--- config.mk ---
export PLATFORM = sky130hd
export DESIGN_NAME = cpm_config_pin_mode_mux
export DESIGN_NICKNAME = d
export VERILOG_FILES = /design/src/hdl/cpm_mode_decode.v /design/src/hdl/cpm_pin_reg.v /design/src/hdl/cpm_config_pin_mode_mux.v
export VERILOG_INCLUDE_DIRS = /design/src /design/src/hdl
export SDC_FILE = /design/constraint.sdc
export NUM_CORES = 1
export LEC_CHECK = 0
export BUFFER_PORTS_ARGS = -buffer_cell sky130_fd_sc_hd__buf_2
export CAP_MARGIN = 5
export CORE_ASPECT_RATIO = 1.5
export CORE_MARGIN = 3
export CORE_UTILIZATION = 48
export DETAILED_ROUTE_END_ITERATION = 8
export GPL_TIMING_DRIVEN = 0
export HOLD_SLACK_MARGIN = 0.08
export PLACE_DENSITY = 0.8
export SLEW_MARGIN = 40
export SYNTH_ARGS = -nofsm -noshare
export SYNTH_HDL_FRONTEND = slang
export SYNTH_HIERARCHICAL = 1
export SYNTH_SLANG_ARGS = --single-unit
--- constraint.sdc ---
create_clock -name mclk -period 3.3 [get_ports mclk]
set_input_delay 0.66 -clock mclk [delete_from_list [all_inputs] [get_ports mclk]]
set_output_delay 0.66 -clock mclk [all_outputs]
set_load 0.01 [all_outputs]
--- src/hdl/cpm_map.vh ---
/*
  Constants for the configuration pin mode multiplexer: mode codes, width codes,
  mode class bit positions, state codes, pin group masks and bit positions.
  Assumes it is included by its bare name from every design file that needs it.
*/
`ifndef CPM_MAP_VH
`define CPM_MAP_VH

// Three-bit mode select codes.
`define CPM_MODE_MSER   3'h0
`define CPM_MODE_SPI    3'h1
`define CPM_MODE_PFL    3'h2
`define CPM_MODE_MPP    3'h4
`define CPM_MODE_JTAG   3'h5
`define CPM_MODE_SPP    3'h6
`define CPM_MODE_SSER   3'h7

// One-hot mode class bit positions.
`define CPM_C_JTAG      0
`define CPM_C_SPI       1
`define CPM_C_SSER      2
`define CPM_C_MSER      3
`define CPM_C_PFL       4
`define CPM_C_MPP       5
`define CPM_C_SPP       6
`define CPM_CLASS_W     7

// Serial flash width codes.
`define CPM_SW_X1       2'h0
`define CPM_SW_X2       2'h1
`define CPM_SW_X4       2'h2
`define CPM_SW_DUAL     2'h3

// Parallel width codes.
`define CPM_PW_X8       2'h0
`define CPM_PW_X16      2'h1
`define CPM_PW_X32      2'h2

// One-hot sequencer states.
`define CPM_ST_IDLE     3'h1
`define CPM_ST_CFG      3'h2
`define CPM_ST_USER     3'h4

// Data pin masks; bits 3:0 sit in bank 0, bits 15:4 in bank 65.
`define CPM_DM_NONE     16'h0000
`define CPM_DM_D0       16'h0001
`define CPM_DM_D1       16'h0002
`define CPM_DM_D10      16'h0003
`define CPM_DM_D30      16'h000f
`define CPM_DM_D70      16'h00ff
`define CPM_DM_D150     16'hffff

// Bit positions inside the single-pin group.
`define CPM_M_RWFS      0
`define CPM_M_SAV       1
`define CPM_M_CHAIN     2
`define CPM_M_OEN       3
`define CPM_M_WSS       4
`define CPM_M_RS0       5
`define CPM_M_RS1       6
`define CPM_M_EMC       7
`define CPM_MISC_W      8

`endif

--- src/hdl/cpm_mode_decode.v ---
/*
  Decodes the latched three-bit mode select into a one-hot mode class and a
  master flag. Assumes the mode value is already held stable by its owner.
*/
`include "cpm_map.vh"

module cpm_mode_decode (
  input  wire [2:0]               mode,
  output reg  [`CPM_CLASS_W-1:0]  mode_class,
  output reg                      is_master
);

  ////////////////////////////////////////////////////////////////////////////
  // Code 011 is not a defined mode, so it maps to no class and no pin use.
  always @* begin
    mode_class = {`CPM_CLASS_W{1'b0}};
    is_master  = 1'b0;
    case (mode)
      `CPM_MODE_JTAG: begin
        mode_class[`CPM_C_JTAG] = 1'b1;
      end
      `CPM_MODE_SPI: begin
        mode_class[`CPM_C_SPI] = 1'b1;
        is_master              = 1'b1;
      end
      `CPM_MODE_SSER: begin
        mode_class[`CPM_C_SSER] = 1'b1;
      end
      `CPM_MODE_MSER: begin
        mode_class[`CPM_C_MSER] = 1'b1;
        is_master               = 1'b1;
      end
      `CPM_MODE_PFL: begin
        mode_class[`CPM_C_PFL] = 1'b1;
        is_master              = 1'b1;
      end
      `CPM_MODE_MPP: begin
        mode_class[`CPM_C_MPP] = 1'b1;
        is_master              = 1'b1;
      end
      `CPM_MODE_SPP: begin
        mode_class[`CPM_C_SPP] = 1'b1;
      end
      default: begin
        mode_class = {`CPM_CLASS_W{1'b0}};
      end
    endcase
  end

endmodule // cpm_mode_decode

--- src/hdl/cpm_pin_reg.v ---
/*
  One registered group of pins: drive value, output enable and masked input.
  Assumes the enclosing logic computes enables and masks; the pad resolves
  the wire level from the enable outside this module.
*/

module cpm_pin_reg #(
  parameter W = 8
) (
  input  wire         mclk,
  input  wire         reset_n,
  input  wire [W-1:0] drive_val,
  input  wire [W-1:0] drive_en,
  input  wire [W-1:0] pin_in,
  input  wire [W-1:0] in_mask,
  output reg  [W-1:0] pin_out_q,
  output reg  [W-1:0] pin_oe_q,
  output reg  [W-1:0] core_in_q
);

  ////////////////////////////////////////////////////////////////////////////
  // Undriven bits output zero so an idle pad never toggles its data path.
  // Masked inputs read zero, so a floating unused pin cannot reach the core.
  always @(posedge mclk or negedge reset_n) begin
    if (!reset_n) begin
      pin_out_q <= {W{1'b0}};
      pin_oe_q  <= {W{1'b0}};
      core_in_q <= {W{1'b0}};
    end else begin
      pin_out_q <= drive_val & drive_en;
      pin_oe_q  <= drive_en;
      core_in_q <= pin_in & in_mask;
    end
  end

endmodule // cpm_pin_reg

--- src/hdl/cpm_config_pin_mode_mux.v ---
/*
  Configuration pin mode multiplexer: assigns functions to the configuration
  pins from the mode latched at the start of each configuration attempt.
  Assumes all inputs are synchronous to mclk and that reset_n is the program
  pin. Two-way pins are split into input, output and output enable.
*/
`include "cpm_map.vh"

module cpm_config_pin_mode_mux (
  input  wire        mclk,
  input  wire        reset_n,
  input  wire        cfg_start,
  input  wire        cfg_done,
  input  wire [2:0]  mode_pins,
  input  wire [1:0]  serial_width,
  input  wire [1:0]  parallel_width,
  input  wire        persist_en,
  input  wire        daisy_chain_en,
  input  wire        debug_bitstream_en,
  input  wire        ext_clk_en,
  input  wire        multi_image_reboot,
  input  wire        fallback_en,
  input  wire        fallback_event,
  input  wire        jtag_request,
  input  wire        flash_chip_select_n,
  input  wire        second_flash_select_n,
  input  wire [31:0] data_drive,
  input  wire        data_drive_en,
  input  wire [28:0] address_out,
  input  wire        address_valid_n,
  input  wire        flash_output_enable_n,
  input  wire        flash_write_enable_n,
  input  wire        chain_serial_out,
  input  wire        chain_chip_enable_n,
  input  wire [1:0]  revision_select_value,
  input  wire [15:0] data_pin_in,
  input  wire [15:0] addr_data_pin_in,
  input  wire        rw_or_flash_select_pin_in,
  input  wire        select_or_addr_valid_pin_in,
  input  wire        external_master_clock_in,
  output wire [15:0] data_pin_out_q,
  output wire [15:0] data_pin_oe_q,
  output wire [28:0] addr_pin_out_q,
  output wire [28:0] addr_pin_oe_q,
  output wire [7:0]  misc_pin_out_q,
  output wire [7:0]  misc_pin_oe_q,
  output wire [31:0] data_in_q,
  output wire        read_write_direction_n_q,
  output wire        chip_select_in_n_q,
  output wire        ext_clock_q,
  output reg         ext_clock_used_q,
  output reg         config_active_q,
  output reg         pins_released_q,
  output reg  [2:0]  mode_q,
  output reg         jtag_grant_q
);

  ////////////////////////////////////////////////////////////////////////////
  // Latched configuration and state.
  reg  [2:0]              state_q;       // One-hot sequencer state.
  reg  [2:0]              state_d;       // Next sequencer state.
  reg  [1:0]              sw_q;          // Latched serial width.
  reg  [1:0]              pw_q;          // Latched parallel width.
  reg                     persist_q;     // Latched keep-pins option.
  reg                     daisy_q;       // Latched daisy-chain use.
  reg                     debug_q;       // Latched debug bitstream option.
  reg                     ext_en_q;      // Latched external clock option.
  reg                     rev_drive_q;   // Revision outputs being driven.
  wire [`CPM_CLASS_W-1:0] cls;           // Decoded class of mode_q.
  wire                    is_master;     // Mode_q is a master mode.
  wire [7:0]              misc_in;       // Masked single-pin inputs.
  wire [28:0]             addr_in;       // Masked address-pad inputs; 15:0 carry data.

  // Combinational pin drive, enable and input masks.
  reg  [15:0] d_val;
  reg  [15:0] d_en;
  reg  [15:0] d_msk;
  reg  [28:0] a_val;
  reg  [28:0] a_en;
  reg  [28:0] a_msk;
  reg  [7:0]  m_val;
  reg  [7:0]  m_en;
  reg  [7:0]  m_msk;
  reg  [15:0] used;
  reg  [15:0] force_out;
  reg  [15:0] in_only;
  reg         act;
  reg         ser_chain;
  reg         par_group;
  wire        rev_event;

  ////////////////////////////////////////////////////////////////////////////
  // Data lines used by a mode. Every data mode uses part of bank 0 lines 3:0;
  // bank 65 lines 15:4 are enabled only by the modes that need them.
  function [15:0] data_used;
    input [`CPM_CLASS_W-1:0] c;
    input [1:0]              sw;
    input [1:0]              pw;
    begin
      data_used = `CPM_DM_NONE;
      if (c[`CPM_C_SPI]) begin
        case (sw)
          `CPM_SW_X1, `CPM_SW_X2: data_used = `CPM_DM_D10;
          `CPM_SW_X4:   data_used = `CPM_DM_D30;
          `CPM_SW_DUAL: data_used = `CPM_DM_D70;
          default:      data_used = `CPM_DM_NONE;
        endcase
      end else if (c[`CPM_C_SSER] | c[`CPM_C_MSER]) begin
        data_used = `CPM_DM_D1;
      end else if (c[`CPM_C_PFL] | c[`CPM_C_MPP] | c[`CPM_C_SPP]) begin
        data_used = (pw == `CPM_PW_X8) ? `CPM_DM_D70 : `CPM_DM_D150;
      end
    end
  endfunction

  ////////////////////////////////////////////////////////////////////////////
  // Mode class of the latched mode; the live pins never reach the mux.
  cpm_mode_decode u_decode (
    .mode       (mode_q),
    .mode_class (cls),
    .is_master  (is_master)
  );

  ////////////////////////////////////////////////////////////////////////////
  // Sequencer: a new start may come from any state and restarts the attempt.
  always @* begin
    state_d = state_q;
    case (state_q)
      `CPM_ST_IDLE, `CPM_ST_USER: begin
        if (cfg_start) begin
          state_d = `CPM_ST_CFG;
        end
      end
      `CPM_ST_CFG: begin
        if (cfg_done & ~cfg_start) begin
          state_d = `CPM_ST_USER;
        end
      end
      default: begin
        state_d = `CPM_ST_IDLE;
      end
    endcase
  end

  ////////////////////////////////////////////////////////////////////////////
  // Options are latched with the mode so that a change on the live inputs
  // mid-attempt cannot tear the pin assignment apart.
  always @(posedge mclk or negedge reset_n) begin
    if (!reset_n) begin
      state_q   <= `CPM_ST_IDLE;
      mode_q    <= `CPM_MODE_SSER;
      sw_q      <= `CPM_SW_X1;
      pw_q      <= `CPM_PW_X8;
      persist_q <= 1'b0;
      daisy_q   <= 1'b0;
      debug_q   <= 1'b0;
      ext_en_q  <= 1'b0;
    end else begin
      state_q <= state_d;
      if (cfg_start) begin
        mode_q    <= mode_pins;
        sw_q      <= serial_width;
        pw_q      <= parallel_width;
        persist_q <= persist_en;
        daisy_q   <= daisy_chain_en;
        debug_q   <= debug_bitstream_en;
        ext_en_q  <= ext_clk_en;
      end
    end
  end

  ////////////////////////////////////////////////////////////////////////////
  // Revision outputs: set by a reboot or an enabled fallback in parallel
  // flash mode, dropped when the next configuration completes or a start latches another mode. Set wins.
  assign rev_event = cls[`CPM_C_PFL] & ~state_q[0] &
                     (multi_image_reboot | (fallback_en & fallback_event));

  always @(posedge mclk or negedge reset_n) begin
    if (!reset_n) begin
      rev_drive_q <= 1'b0;
    end else if (rev_event) begin
      rev_drive_q <= 1'b1;
    end else if (cfg_done | ~cls[`CPM_C_PFL]) begin
      rev_drive_q <= 1'b0;
    end
  end

  ////////////////////////////////////////////////////////////////////////////
  // Status and JTAG. JTAG access follows its request alone, never the mode.
  always @(posedge mclk or negedge reset_n) begin
    if (!reset_n) begin
      config_active_q  <= 1'b0;
      pins_released_q  <= 1'b0;
      jtag_grant_q     <= 1'b0;
      ext_clock_used_q <= 1'b0;
    end else begin
      config_active_q  <= state_d[1];
      pins_released_q  <= state_d[2] & ~persist_q;
      jtag_grant_q     <= jtag_request;
      ext_clock_used_q <= is_master & ext_en_q & ~state_q[0];
    end
  end

  ////////////////////////////////////////////////////////////////////////////
  // Pin function mux. Everything starts undriven and masked, so any pin that
  // no branch claims stays high-impedance with its input ignored.
  always @* begin
    d_val     = 16'h0000;
    d_en      = 16'h0000;
    d_msk     = 16'h0000;
    a_val     = 29'h0000_0000;
    a_en      = 29'h0000_0000;
    a_msk     = 29'h0000_0000;
    m_val     = 8'h00;
    m_en      = 8'h00;
    m_msk     = 8'h00;
    used      = data_used(cls, sw_q, pw_q);
    ser_chain = (cls[`CPM_C_SPI] & (sw_q == `CPM_SW_X1)) |
                cls[`CPM_C_SSER] | cls[`CPM_C_MSER];
    par_group = cls[`CPM_C_PFL] | cls[`CPM_C_MPP] | cls[`CPM_C_SPP];
    // Pins work during an attempt, and afterwards only with persist.
    act = state_q[1] | (state_q[2] & persist_q);
    force_out = {15'h0000, cls[`CPM_C_SPI] & (sw_q == `CPM_SW_X1)};
    in_only   = {14'h0000, ser_chain, 1'b0};
    if (act) begin
      // Data lines: forced outputs, input-only lines, or core-steered.
      d_val = data_drive[15:0];
      d_en  = used & (force_out | ({16{data_drive_en}} & ~in_only));
      d_msk = used & ~force_out;
      // Shared flash select / read-write pin in bank 0.
      if (cls[`CPM_C_SPI] | cls[`CPM_C_PFL]) begin
        m_val[`CPM_M_RWFS] = flash_chip_select_n;
        m_en[`CPM_M_RWFS]  = 1'b1;
      end else if (cls[`CPM_C_MPP] | cls[`CPM_C_SPP]) begin
        m_msk[`CPM_M_RWFS] = 1'b1;
        m_msk[`CPM_M_SAV]  = 1'b1;
      end
      // Address and upper data lines.
      if (cls[`CPM_C_PFL]) begin
        a_val = address_out;
        a_en  = {29{1'b1}};
        m_val[`CPM_M_SAV] = address_valid_n;
        m_en[`CPM_M_SAV]  = 1'b1;
        m_val[`CPM_M_WSS:`CPM_M_OEN] = {flash_write_enable_n, flash_output_enable_n};
        m_en[`CPM_M_WSS:`CPM_M_OEN]  = 2'h3;
      end else if (cls[`CPM_C_SPP] & (pw_q == `CPM_PW_X32)) begin
        a_val[15:0] = data_drive[31:16];
        a_en[15:0]  = {16{data_drive_en}};
        a_msk[15:0] = 16'hffff;
      end
      if (cls[`CPM_C_SPI] & (sw_q == `CPM_SW_DUAL)) begin
        m_val[`CPM_M_WSS] = second_flash_select_n;
        m_en[`CPM_M_WSS]  = 1'b1;
      end
      // Shared chain pin: serial data or downstream chip enable.
      if (ser_chain & (daisy_q | debug_q)) begin
        m_val[`CPM_M_CHAIN] = chain_serial_out;
        m_en[`CPM_M_CHAIN]  = 1'b1;
      end else if (par_group & daisy_q) begin
        m_val[`CPM_M_CHAIN] = chain_chip_enable_n;
        m_en[`CPM_M_CHAIN]  = 1'b1;
      end
    end
    // Revision outputs may drive after the attempt, even without persist,
    // because a reboot is requested from user mode.
    if (rev_drive_q) begin
      m_val[`CPM_M_RS1:`CPM_M_RS0] = revision_select_value;
      m_en[`CPM_M_RS1:`CPM_M_RS0]  = 2'h3;
    end
    // External clock is only an input, and only for master modes.
    m_msk[`CPM_M_EMC] = is_master & ext_en_q & ~state_q[0];
  end

  ////////////////////////////////////////////////////////////////////////////
  // Registered pin groups; every pad output comes from a flip-flop here.
  cpm_pin_reg #(.W(16)) u_data (
    .mclk      (mclk),
    .reset_n   (reset_n),
    .drive_val (d_val),
    .drive_en  (d_en),
    .pin_in    (data_pin_in),
    .in_mask   (d_msk),
    .pin_out_q (data_pin_out_q),
    .pin_oe_q  (data_pin_oe_q),
    .core_in_q (data_in_q[15:0])
  );

  cpm_pin_reg #(.W(29)) u_addr (
    .mclk      (mclk),
    .reset_n   (reset_n),
    .drive_val (a_val),
    .drive_en  (a_en),
    .pin_in    ({13'h0000, addr_data_pin_in}),
    .in_mask   (a_msk),
    .pin_out_q (addr_pin_out_q),
    .pin_oe_q  (addr_pin_oe_q),
    .core_in_q (addr_in)
  );

  cpm_pin_reg #(.W(`CPM_MISC_W)) u_misc (
    .mclk      (mclk),
    .reset_n   (reset_n),
    .drive_val (m_val),
    .drive_en  (m_en),
    .pin_in    ({external_master_clock_in, 5'h00, select_or_addr_valid_pin_in,
                 rw_or_flash_select_pin_in}),
    .in_mask   (m_msk),
    .pin_out_q (misc_pin_out_q),
    .pin_oe_q  (misc_pin_oe_q),
    .core_in_q (misc_in)
  );

  // Masked inputs read zero, so an ignored active-low strobe looks asserted.
  assign data_in_q[31:16]         = addr_in[15:0];
  assign read_write_direction_n_q = misc_in[`CPM_M_RWFS];
  assign chip_select_in_n_q       = misc_in[`CPM_M_SAV];
  assign ext_clock_q              = misc_in[`CPM_M_EMC];

endmodule // cpm_config_pin_mode_mux

==> metrics.md, run 1 <==
| Metric | Value |
|---|---|
| CP dominant cell by count | buf_2 |
| Pre-CTS setup slack | 0.678 ns |
| Cell Area, Synth | 0.00561 mm² |
| Avg Cell Area, Syn | 13.0 µm² |
| DR WL/cell | 17.7 µm |
| Initial Utilization | 49.9% |
| Tot Pwr | 4.71 mW |
| Share of post-route cells with drive strength above 1 | 45.6% |
| Hold depth | 1 |
| Rel. slew slack | 51.3% |
| Final ANT Viol Nets | 0 |
| First drt pass iteration count | 4 |
| Gr usage total | 24.3% |
| Via count | 4,275 |
| HPWL after DPL | 12,100 µm |
| Core area | 0.0112 mm² |
| Crit path launch type | flip-flop |
| Area after DPL | 0.00727 mm² |
| Crit-path slowest cell | nor4_2 |
| Clk_lat worst skew | 0.41 ns |
| Worst Skew | 0.0108 ns |
| Buf+Inv Stages, Crit Path | 4 |
| Vias per cell | 4.80 |
| Max H-tree Level | 4 |
| Status | completed |
| Die Height | 138 µm |
| Worst Setup Slack, final | 0.624 ns |
| CP delay by family, top | simple AND/OR/NAND/NOR gates |
| Max FO, Critical Path | 9 |
| GP Congestion | 0.750 |
| First-pass GRT wire length | 23,700 µm |
| DRC Markers | 0 |
| Filler cell count | 809 |
| Iteration-0 DRC Markers | 185 |
| Post-Syn Instances | 432 |
| FF-to-FF path depth | 8 |
| Post-route cell area | 0.00788 mm² |
| Die ar. | 0.0130 mm² |
| Synthesis-to-layout area growth | 40.5% |
| CP max stage delay | 0.57 ns |
| Number of port buffers | 272 |
| MaxCap Viol Count | 0 |
| Worst Hold Class | in2reg |
| Root Driver | clkbuf_16 |
| Slew @ Worst Pin | 0.725 ns |
| Gr ovfl total | 0 |
| Hold_ws | 0.358 ns |
| TritonCTS clock tree | yes |
| Die width | 94.2 µm |
| Critical path endpoint category | flip-flop |
| Worst-path cell chain | buf_4, nor3b_1, buf_2, or3_1, nand3b_1, nor4_2, buf_2, buf_2 |
| Crit path DAT | 3.01 ns |
| Worst VDD drop | 0.355 mV |
| Worst EP required | 3.63 ns |
| Reg clk slew, reported paths | 0.07 ns |
| Area of the multi-input gates | 0.00156 mm² |
| TritonCTS buffer count | 17 |
| Yosys warnings | 6 |
| Max Fclk | 374 MHz |
| Unrepaired setup endpoints after global routing | no |
| Max Root-Sink Buffers | 2 |
| Power density over the cells | 599 mW/mm² |
| Routed WL | 15,800 µm |
| Register Area | 0.00398 mm² |
| Final count of hold timing violations | 0 |
| Fin crit period | 2.68 ns |
| Clock Sinks | 159 |
| Standard-cell rows | 47 |
| Period utilization | 81.1% |
| Antenna cells | 0 |
| Setup violators final | 0 |
| I/O pin total | 273 |
| Setup Fix Bufs, Post-CTS | 0 |
| Levels on crit path | 8 |
| Pin count of the biggest net entering global routing | 82 |
| Vias in the first global route | 4,425 |
| Initial antenna violation count | 0 |
| Leak | 4.55 nW |
| Nets | 856 |
| Worst setup path category | reg2reg |
| Slew Viols, Final | 0 |
## through the flow
| step | util (%) | cells | setup TNS [ns] |
|---|---|---|---|
| after global routing | 70.1 | 891 | 0 |
| after CTS | 70.1 | 891 | 0 |
| final | 70.1 | 891 | 0 |
| after global placement | 63.7 | 853 | -75.85 |
| after detailed placement | 64.7 | 858 | 0 |
| after floorplan | - | 434 | 0 |
## flip-flops by register name, indices dropped and copies added (netlist names), 2 cells and up
signal	count
data_used.sw	2
u_data/pin_out_q	16
u_misc/core_in_q	3
data_used.pw	2
u_data/core_in_q	16
u_addr/pin_oe_q	29
u_addr/core_in_q	16
mode_q	3
u_misc/pin_oe_q	8
u_misc/pin_out_q	8
u_data/pin_oe_q	16
state_q	3
u_addr/pin_out_q	29
## worst register-to-register path, cell delays in order, from the launching register on
cell	delay [ns]
dfstp_2	0.53
buf_4	0.14
nor3b_1	0.18
buf_2	0.23
or3_1	0.21
nand3b_1	0.28
nor4_2	0.57
buf_2	0.26
buf_2	0.20
## area by class of cell
class	instances	area share (%)
Tap cell	147	2.34
Timing Repair Buffer	278	18.6
Sequential cell	159	50.6
Multi-Input combinational cell	253	19.8
Buffer	18	1.08
Clock buffer	17	5.40
Clock inverter	15	2.05
Inverter	4	0.191
## cells in the final DEF (no fill, tap or decap), types with 3 or more instances in the layout
cell         n
o21ai_0     13
nor3_1       3
conb_1       3
nor2_1       9
clkinv_8     3
nor3b_1      3
dfrtp_1    155
dfstp_2      4
a21oi_1     13
inv_8        5
clkbuf_1     9
buf_2      277
mux2_2      11
inv_1        4
inv_6        3
and2_1     107
nand2_1     21
nand3_1     19
o21ai_1      7
and3_1      15
clkbuf_16   17
## report_power, final
part,internal [mW],total (mW),switching [mW]
Clock,1.01,1.87,0.854
Combinational,0.281,0.719,0.438
Sequential,2.07,2.13,0.0598
## metal layers
| metal | track usage, % | wire length, µm | share of wire (%) |
|---|---|---|---|
| met5 | 0 | 0 | 0 |
| met3 | 5.82 | 1190 | 7.5 |
| met1 | 24.9 | 5260 | 33 |
| met2 | 45.7 | 8880 | 56 |
| met4 | 10.0 | 426 | 2.7 |
## repair_timing
action,4_1_cts,5_1_grt
resized for setup,0,0
hold endpoints to repair,3,0
hold buffers,1,0
## worst paths after layout
path	start	endpoint	slack, ns
setup / recovery	mode_q[1]$_DFFE_PN1P_	u_data/pin_oe_q[8]$_DFF_PN0_	0.62
hold / removal	jtag_request	jtag_grant_q$_DFF_PN0_	0.36
max in group asynchronous	reset_n	u_misc/pin_out_q[3]$_DFF_PN0_	1.75
setup reg to reg	mode_q[1]$_DFFE_PN1P_	u_data/pin_oe_q[8]$_DFF_PN0_	0.62
hold reg to reg	rev_drive_q$_DFFE_PN0P_	u_misc/pin_oe_q[6]$_DFF_PN0_	0.48
min in group asynchronous	reset_n	u_data/core_in_q[15]$_DFF_PN0_	0.62
(Power assumes the default switching activity.)
==> inputs of run 2 (changes only) <==
--- a/config.mk
+++ b/config.mk
@@ -10,11 +10,11 @@
 export CAP_MARGIN = 5
 export CORE_ASPECT_RATIO = 1.5
 export CORE_MARGIN = 3
-export CORE_UTILIZATION = 48
+export CORE_UTILIZATION = 43
 export DETAILED_ROUTE_END_ITERATION = 8
 export GPL_TIMING_DRIVEN = 0
 export HOLD_SLACK_MARGIN = 0.08
-export PLACE_DENSITY = 0.8
+export PLACE_DENSITY = 0.76
 export SLEW_MARGIN = 40
 export SYNTH_ARGS = -nofsm -noshare
 export SYNTH_HDL_FRONTEND = slang
==> constraint.sdc (replaced) <==
create_clock -name mclk -period 2.3 [get_ports mclk]
set_input_delay 0.46 -clock mclk [delete_from_list [all_inputs] [get_ports mclk]]
set_output_delay 0.46 -clock mclk [all_outputs]
set_load 0.01 [all_outputs]
==> run 2 against run 1 <==
Critical path depth grew 1. Routed wire length is 0.42% higher. Clock skew shrank 0.0038 ns. Sequential power up 44%. Count of clock-buffer cells in the layout up 2. Via count is 2.5% higher. Global-route usage decreased by 2.7 points. Worst setup slack got worse by 0.52 ns.
==> metrics.md, run 2 (same netlist as run 1, synthesis figures left out) <==
| Metric | Value |
|---|---|
| Final count of hold timing violations | 0 (unchanged) |
| Unrepaired setup endpoints after global routing | no |
| Initial Utilization | 44.4% (-5.6 points) |
| FF-to-FF setup slack | 0.11 ns (-0.52 ns) |
| Area of the multi-input gates | 0.00165 mm² (+5.9%) |
| Crit-path slowest cell | dfstp_2 |
| Slew @ Worst Pin | 0.630 ns (-0.0952 ns) |
| Hold depth | 1 (unchanged) |
| Iteration-0 DRC Markers | 68 (-63%) |
| Vias in the first global route | 4,452 (+0.61%) |
| Die Height | 146 µm (+5.4%) |
| Worst VDD drop | 0.530 mV (+50%) |
| Final ANT Viol Nets | 0 (unchanged) |
| Die width | 99.2 µm (+5.3%) |
| Standard-cell rows | 50 (+6.4%) |
| Register Area | 0.00398 mm² (unchanged) |
| Crit path launch type | flip-flop |
| Die ar. | 0.0145 mm² (+11%) |
| Gr usage total | 21.6% (-2.7 points) |
| Vias per cell | 4.82 (+0.54%) |
| Initial antenna violation count | 2 (+2) |
| Status | completed |
| Rel. slew slack | 58.0% (+6.7 points) |
| Number of port buffers | 272 (unchanged) |
| Most common cell after layout, fill and taps aside | buf_2 |
| FF-to-FF path depth | 9 (+1) |
| Area after DPL | 0.00724 mm² (-0.45%) |
| Clock Sinks | 159 (unchanged) |
| TritonCTS clock tree | yes |
| First-pass GRT wire length | 23,800 µm (+0.35%) |
| Leak | 4.57 nW (+0.51%) |
| I/O pin total | 273 (unchanged) |
| GP Congestion | 0.885 (+18%) |
| Filler cell count | 994 (+23%) |
| Root Driver | clkbuf_16 |
| Fin crit period | 2.19 ns (-0.483 ns) |
| Reg clk slew, reported paths | 0.07 ns (about the same) |
| HPWL after DPL | 11,700 µm (-3.3%) |
| Critical path endpoint category | flip-flop |
| Worst EP required | 2.65 ns (-0.98 ns) |
| Period utilization | 95.3% (+14 points) |
| Routed WL | 15,800 µm (+0.42%) |
| Gr ovfl total | 0 (unchanged) |
| Setup violators final | 0 (unchanged) |
| MaxCap Viol Count | 0 (unchanged) |
| CP dominant cell by count | buf_4 |
| Clk_lat worst skew | 0.42 ns (about the same) |
| Share of post-route cells with drive strength above 1 | 47.1% (+1.5 points) |
| Synthesis-to-layout area growth | 42.7% |
| Worst Hold Class | in2reg |
| Max H-tree Level | 4 (unchanged) |
| Worst setup path category | reg2reg |
| Crit path DAT | 2.54 ns (-0.47 ns) |
| Post-route cell area | 0.00800 mm² (+1.6%) |
| Pre-CTS setup slack | -0.390 ns (-1.07 ns) |
| Power density over the cells | 854 mW/mm² (+43%) |
| CP max stage delay | 0.54 ns (-0.03 ns) |
| Pin count of the biggest net entering global routing | 83 (+1.2%) |
| TritonCTS buffer count | 17 (unchanged) |
| Worst-path cell chain | buf_4, nor3b_4, buf_4, or3_4, nand3b_1, buf_4, nor4_4, buf_12, and2_1 |
| Max Fclk | 456 MHz (+22%) |
| Max Root-Sink Buffers | 2 (unchanged) |
| Reg-to-Reg Start | mode_q[1]$_DFFE_PN1P_ |
| DR WL/cell | 17.4 µm (-1.5%) |
| First drt pass iteration count | 4 (unchanged) |
| Core area | 0.0126 mm² (+13%) |
| Leading registers by flop count | u_addr/pin_oe_q (29), u_addr/pin_out_q (29) |
| FF-to-FF End | u_data/pin_out_q[9]$_DFF_PN0_ |
| Worst Setup Slack, final | 0.107 ns (-0.517 ns) |
| Slew Viols, Final | 0 (unchanged) |
| Most frequent cells in the layout | buf_2 (275), dfrtp_1 (155), and2_1 (107) |
| Via count | 4,380 (+2.5%) |
| Nets | 862 (+0.70%) |
| Hold_sp | jtag_request |
| Max FO, Critical Path | 16 (+7) |
| DRC Markers | 0 (unchanged) |
| Worst Skew | 0.00700 ns (-0.00377 ns) |
| Worst Hold End | jtag_grant_q$_DFF_PN0_ |
[run 2: metrics by stage]
| stage | utilization (%) | hold slack (ns) | cells | TNS (ns) | power (mW) |
|---|---|---|---|---|---|
| floorplan | - | 0.164 | 434 | 0 | 3.62 |
| global placement | 56.8 | 0.463 | 862 | -244.65 | 4.07 |
| global route | 63.3 | 0.139 | 908 | 0 | 7.16 |
| CTS | 62.8 | 0.143 | 903 | 0 | 6.88 |
| detailed placement | 57.3 | 0.464 | 863 | -29.41 | 4.13 |
| finish | 63.3 | 0.156 | 908 | 0 | 6.84 |
[run 2: routing by layer]
layer	vias up	global-route usage [%]	part of all wire, %
met1	2113	23.1	36
met5	-	0	0
met2	194	39.2	54
met3	36	4.94	6.7
li1	2037	-	-
met4	0	10.3	3.2
[run 2: repair_timing]
item	in CTS	in global routing
endpoints found under the hold margin	73	0
gates resized for setup	11	7
cloned	2	1
buffers inserted	5	2
hold buffers	1	0
pin swaps	4	0
endpoints found under the setup margin	110	82
[run 2: worst max path at each step]
stage | startpoint | end | slack, ns | cells past startpoint
floorplan | mode_q[1]$_DFFE_PN1P_ | u_data/pin_out_q[10]$_DFF_PN0_ | 0.01 | 7
global placement | reset_n | u_misc/pin_out_q[7]$_DFF_PN0_ | -1.31 | 1
detailed placement | mode_q[1]$_DFFE_PN1P_ | u_addr/pin_out_q[19]$_DFF_PN0_ | -0.39 | 7
CTS | mode_q[1]$_DFFE_PN1P_ | u_data/pin_out_q[9]$_DFF_PN0_ | 0.03 | 9
global route | mode_q[1]$_DFFE_PN1P_ | u_data/pin_out_q[8]$_DFF_PN0_ | 0.0003 | 9
finish | mode_q[1]$_DFFE_PN1P_ | u_data/pin_out_q[9]$_DFF_PN0_ | 0.11 | 9
[run 2: layout make-up]
type | instances | share of cell area, %
multi-input combinational | 255 | 20.6
buffer | 18 | 1.13
inverter | 4 | 0.188
clock buffer | 19 | 5.66
antenna | 2 | 0.0625
sequential | 159 | 49.8
tap | 156 | 2.44
clock inverter | 13 | 1.53
timing repair buffer | 282 | 18.6
[run 2: worst max-delay path, delay by kind of cell (launching register included)]
| kind | cells | cell delay (ns) |
|---|---|---|
| buf+inv | 4 | 0.68 |
| flops | 1 | 0.54 |
| simple gates | 5 | 0.90 |
[run 2: power breakdown]
part           switching, mW  leakage [nW]  internal, mW
sequential            0.0950          2.17          2.97
combinational          0.673          2.12         0.434
clock                   1.18         0.274          1.48
total                   1.95          4.57          4.88
==> inputs of run 3 (changes only) <==
--- a/config.mk
+++ b/config.mk
@@ -20,3 +20,4 @@
 export SYNTH_HDL_FRONTEND = slang
 export SYNTH_HIERARCHICAL = 1
 export SYNTH_SLANG_ARGS = --single-unit
+export TNS_END_PERCENT = 1
==> constraint.sdc (replaced) <==
create_clock -name mclk -period 1.97 [get_ports mclk]
set_input_delay 0.591 -clock mclk [delete_from_list [all_inputs] [get_ports mclk]]
set_output_delay 0.591 -clock mclk [all_outputs]
set_load 0.01 [all_outputs]
==> run 3 against run 2 <==
The run now ends with negative setup slack left. Sequential cell count unchanged. Count of clock-buffer cells in the layout decreased by 1. Clock power increased by 18%. Largest power group unchanged. Non-clock buffer count increased by 7. Cell count increased by 0.66%. Largest cell class unchanged. Register-to-register slack got worse by 0.15 ns. Hold slack got worse by 0.021 ns. First-iteration DRC count increased by 57%.
==> metrics.md, run 3 (same netlist as run 1, synthesis figures left out) <==
| Metric | Value |
|---|---|
| Status | finished with violations |
| Violated checks | negative setup slack |
| MaxCap Viol Count | 0 (unchanged) |
| Power density over the cells | 992 mW/mm² (+16%) |
| Final ANT Viol Nets | 0 (unchanged) |
| Leading registers by flop count | u_addr/pin_oe_q (29), u_addr/pin_out_q (29) |
| Clk_lat worst skew | 0.41 ns (about the same) |
| Period utilization | 102% (+6.7 points) |
| Crit path launch type | flip-flop |
| I/O pin total | 273 (unchanged) |
| DRC Markers | 0 (unchanged) |
| Worst Skew | 0.00563 ns (-0.00137 ns) |
| Die ar. | 0.0145 mm² (unchanged) |
| Area after DPL | 0.00725 mm² (+0.19%) |
| Nets | 870 (+0.93%) |
| Synthesis-to-layout area growth | 46.2% |
| Fin crit period | 2.01 ns (-0.182 ns) |
| Pre-CTS setup slack | -0.698 ns (-0.308 ns) |
| Standard-cell rows | 50 (unchanged) |
| Crit path DAT | 2.32 ns (-0.22 ns) |
| Routed WL | 16,700 µm (+5.5%) |
| Slew @ Worst Pin | 0.585 ns (-0.0450 ns) |
| Max FO, Critical Path | 7 (-9) |
| Leak | 4.65 nW (+1.8%) |
| Initial antenna violation count | 1 (-1) |
| Number of port buffers | 272 (unchanged) |
| Slew Viols, Final | 0 (unchanged) |
| TritonCTS clock tree | yes |
| Core area | 0.0126 mm² (unchanged) |
| Hold-fix buffers, CTS | 0 (-1) |
| Initial Utilization | 44.4% (unchanged) |
| DR WL/cell | 18.3 µm (+4.8%) |
| HPWL after DPL | 11,400 µm (-1.9%) |
| Die width | 99.2 µm (unchanged) |
| Max Root-Sink Buffers | 2 (unchanged) |
| Setup violators final | 6 (+6) |
| First-pass GRT wire length | 25,400 µm (+6.4%) |
| Post-route cell area | 0.00820 mm² (+2.5%) |
| Area of the multi-input gates | 0.00173 mm² (+5.0%) |
| Unrepaired setup endpoints after global routing | yes |
| Max Fclk | 497 MHz (+9.1%) |
| Most common cell after layout, fill and taps aside | buf_2 |
| Reg clk slew, reported paths | 0.07 ns (about the same) |
| Worst Hold Class | in2async |
| Worst Setup Slack, final | -0.0405 ns (-0.148 ns) |
| Final count of hold timing violations | 0 (unchanged) |
| GP Congestion | 0.781 (-12%) |
| First drt pass iteration count | 4 (unchanged) |
| Pin count of the biggest net entering global routing | 85 (+2.4%) |
| Vias per cell | 4.85 (+0.61%) |
| Via count | 4,436 (+1.3%) |
| Worst VDD drop | 0.549 mV (+3.6%) |
| Clock Sinks | 159 (unchanged) |
| Worst EP required | 2.28 ns (-0.37 ns) |
| Gr ovfl total | 0 (unchanged) |
| Gr usage total | 22.8% (+1.3 points) |
| Vias in the first global route | 4,782 (+7.4%) |
| Root Driver | clkbuf_16 |
| TritonCTS buffer count | 17 (unchanged) |
| Critical path endpoint category | flip-flop |
| Filler cell count | 976 (-1.8%) |
| Most frequent cells in the layout | buf_2 (274), dfrtp_1 (155), and2_1 (104) |
| Register Area | 0.00398 mm² (unchanged) |
| Die Height | 146 µm (unchanged) |
| Max H-tree Level | 4 (unchanged) |
| Setup TNS | -0.230 ns (-0.230 ns) |
| Iteration-0 DRC Markers | 107 (+57%) |
| Tot Pwr | 8.13 mW (+19%) |
| Rel. slew slack | 61.0% (+3.0 points) |
| Share of post-route cells with drive strength above 1 | 49.7% (+2.6 points) |
| Worst setup path category | reg2reg |
run 3: area by class of cell:
class	count	share of cell area, %
Sequential cell	159	48.6
Multi-Input combinational cell	256	21.2
Timing Repair Buffer	291	19.5
Clock buffer	18	5.24
Tap cell	156	2.38
Clock inverter	13	1.63
Buffer	16	1.33
Inverter	4	0.183
Antenna cell	1	0.0305
run 3: critical path, cell delays in order, from the launching register on:
cell       delay [ns]
dfstp_2          0.55
buf_6            0.13
buf_6            0.11
nor2_4           0.03
or3_4            0.35
nand3b_1         0.12
buf_6            0.12
nor4_4           0.04
buf_4            0.17
clkbuf_16        0.16
and2_4           0.13
run 3: worst paths after layout:
kind,from,to,slack (ns),depth (start not counted)
setup / recovery,mode_q[0]$_DFFE_PN1P_,u_data/pin_out_q[8]$_DFF_PN0_,-0.04,10
hold / removal,reset_n,u_addr/pin_out_q[2]$_DFF_PN0_,0.13,1
setup reg to reg,mode_q[0]$_DFFE_PN1P_,u_data/pin_out_q[8]$_DFF_PN0_,-0.04,10
max in group asynchronous,reset_n,u_misc/pin_out_q[3]$_DFF_PN0_,1.04,2
min in group mclk,jtag_request,jtag_grant_q$_DFF_PN0_,0.29,1
hold reg to reg,rev_drive_q$_DFFE_PN0P_,u_misc/pin_oe_q[5]$_DFF_PN0_,0.49,0
run 3: what timing repair did:
action	4_1_cts	5_1_grt
resized for setup	30	25
setup endpoints to repair	128	110
endpoints found under the hold margin	0	0
pin swaps	7	15
gates cloned	3	1
setup buffers	16	3
run 3: power breakdown:
| part | total (mW) | switching, mW | internal, mW |
|---|---|---|---|
| clock network | 3.14 | 1.38 | 1.76 |
| logic | 1.41 | 0.844 | 0.565 |
| registers | 3.58 | 0.118 | 3.47 |
| total | 8.13 | 2.34 | 5.79 |
run 3: layer usage:
metal | vias to the layer above | share of wire, % | global-route usage [%]
met1 | 2124 | 34 | 24.4
met3 | 34 | 7.8 | 5.76
met2 | 224 | 55 | 42.1
met4 | 0 | 3.1 | 9.02
met5 | - | 0 | 0
li1 | 2054 | - | -
run 3: stage by stage:
stage          hold slack (ns)  instances  utilization (%)
2_1_floorplan            0.295        434                -
3_3_place_gp             0.462        862             57.0
3_5_place_dp             0.472        863             57.4
4_1_cts                  0.166        912             64.4
5_1_grt                  0.174        914             64.9
6_report                 0.134        914             64.9
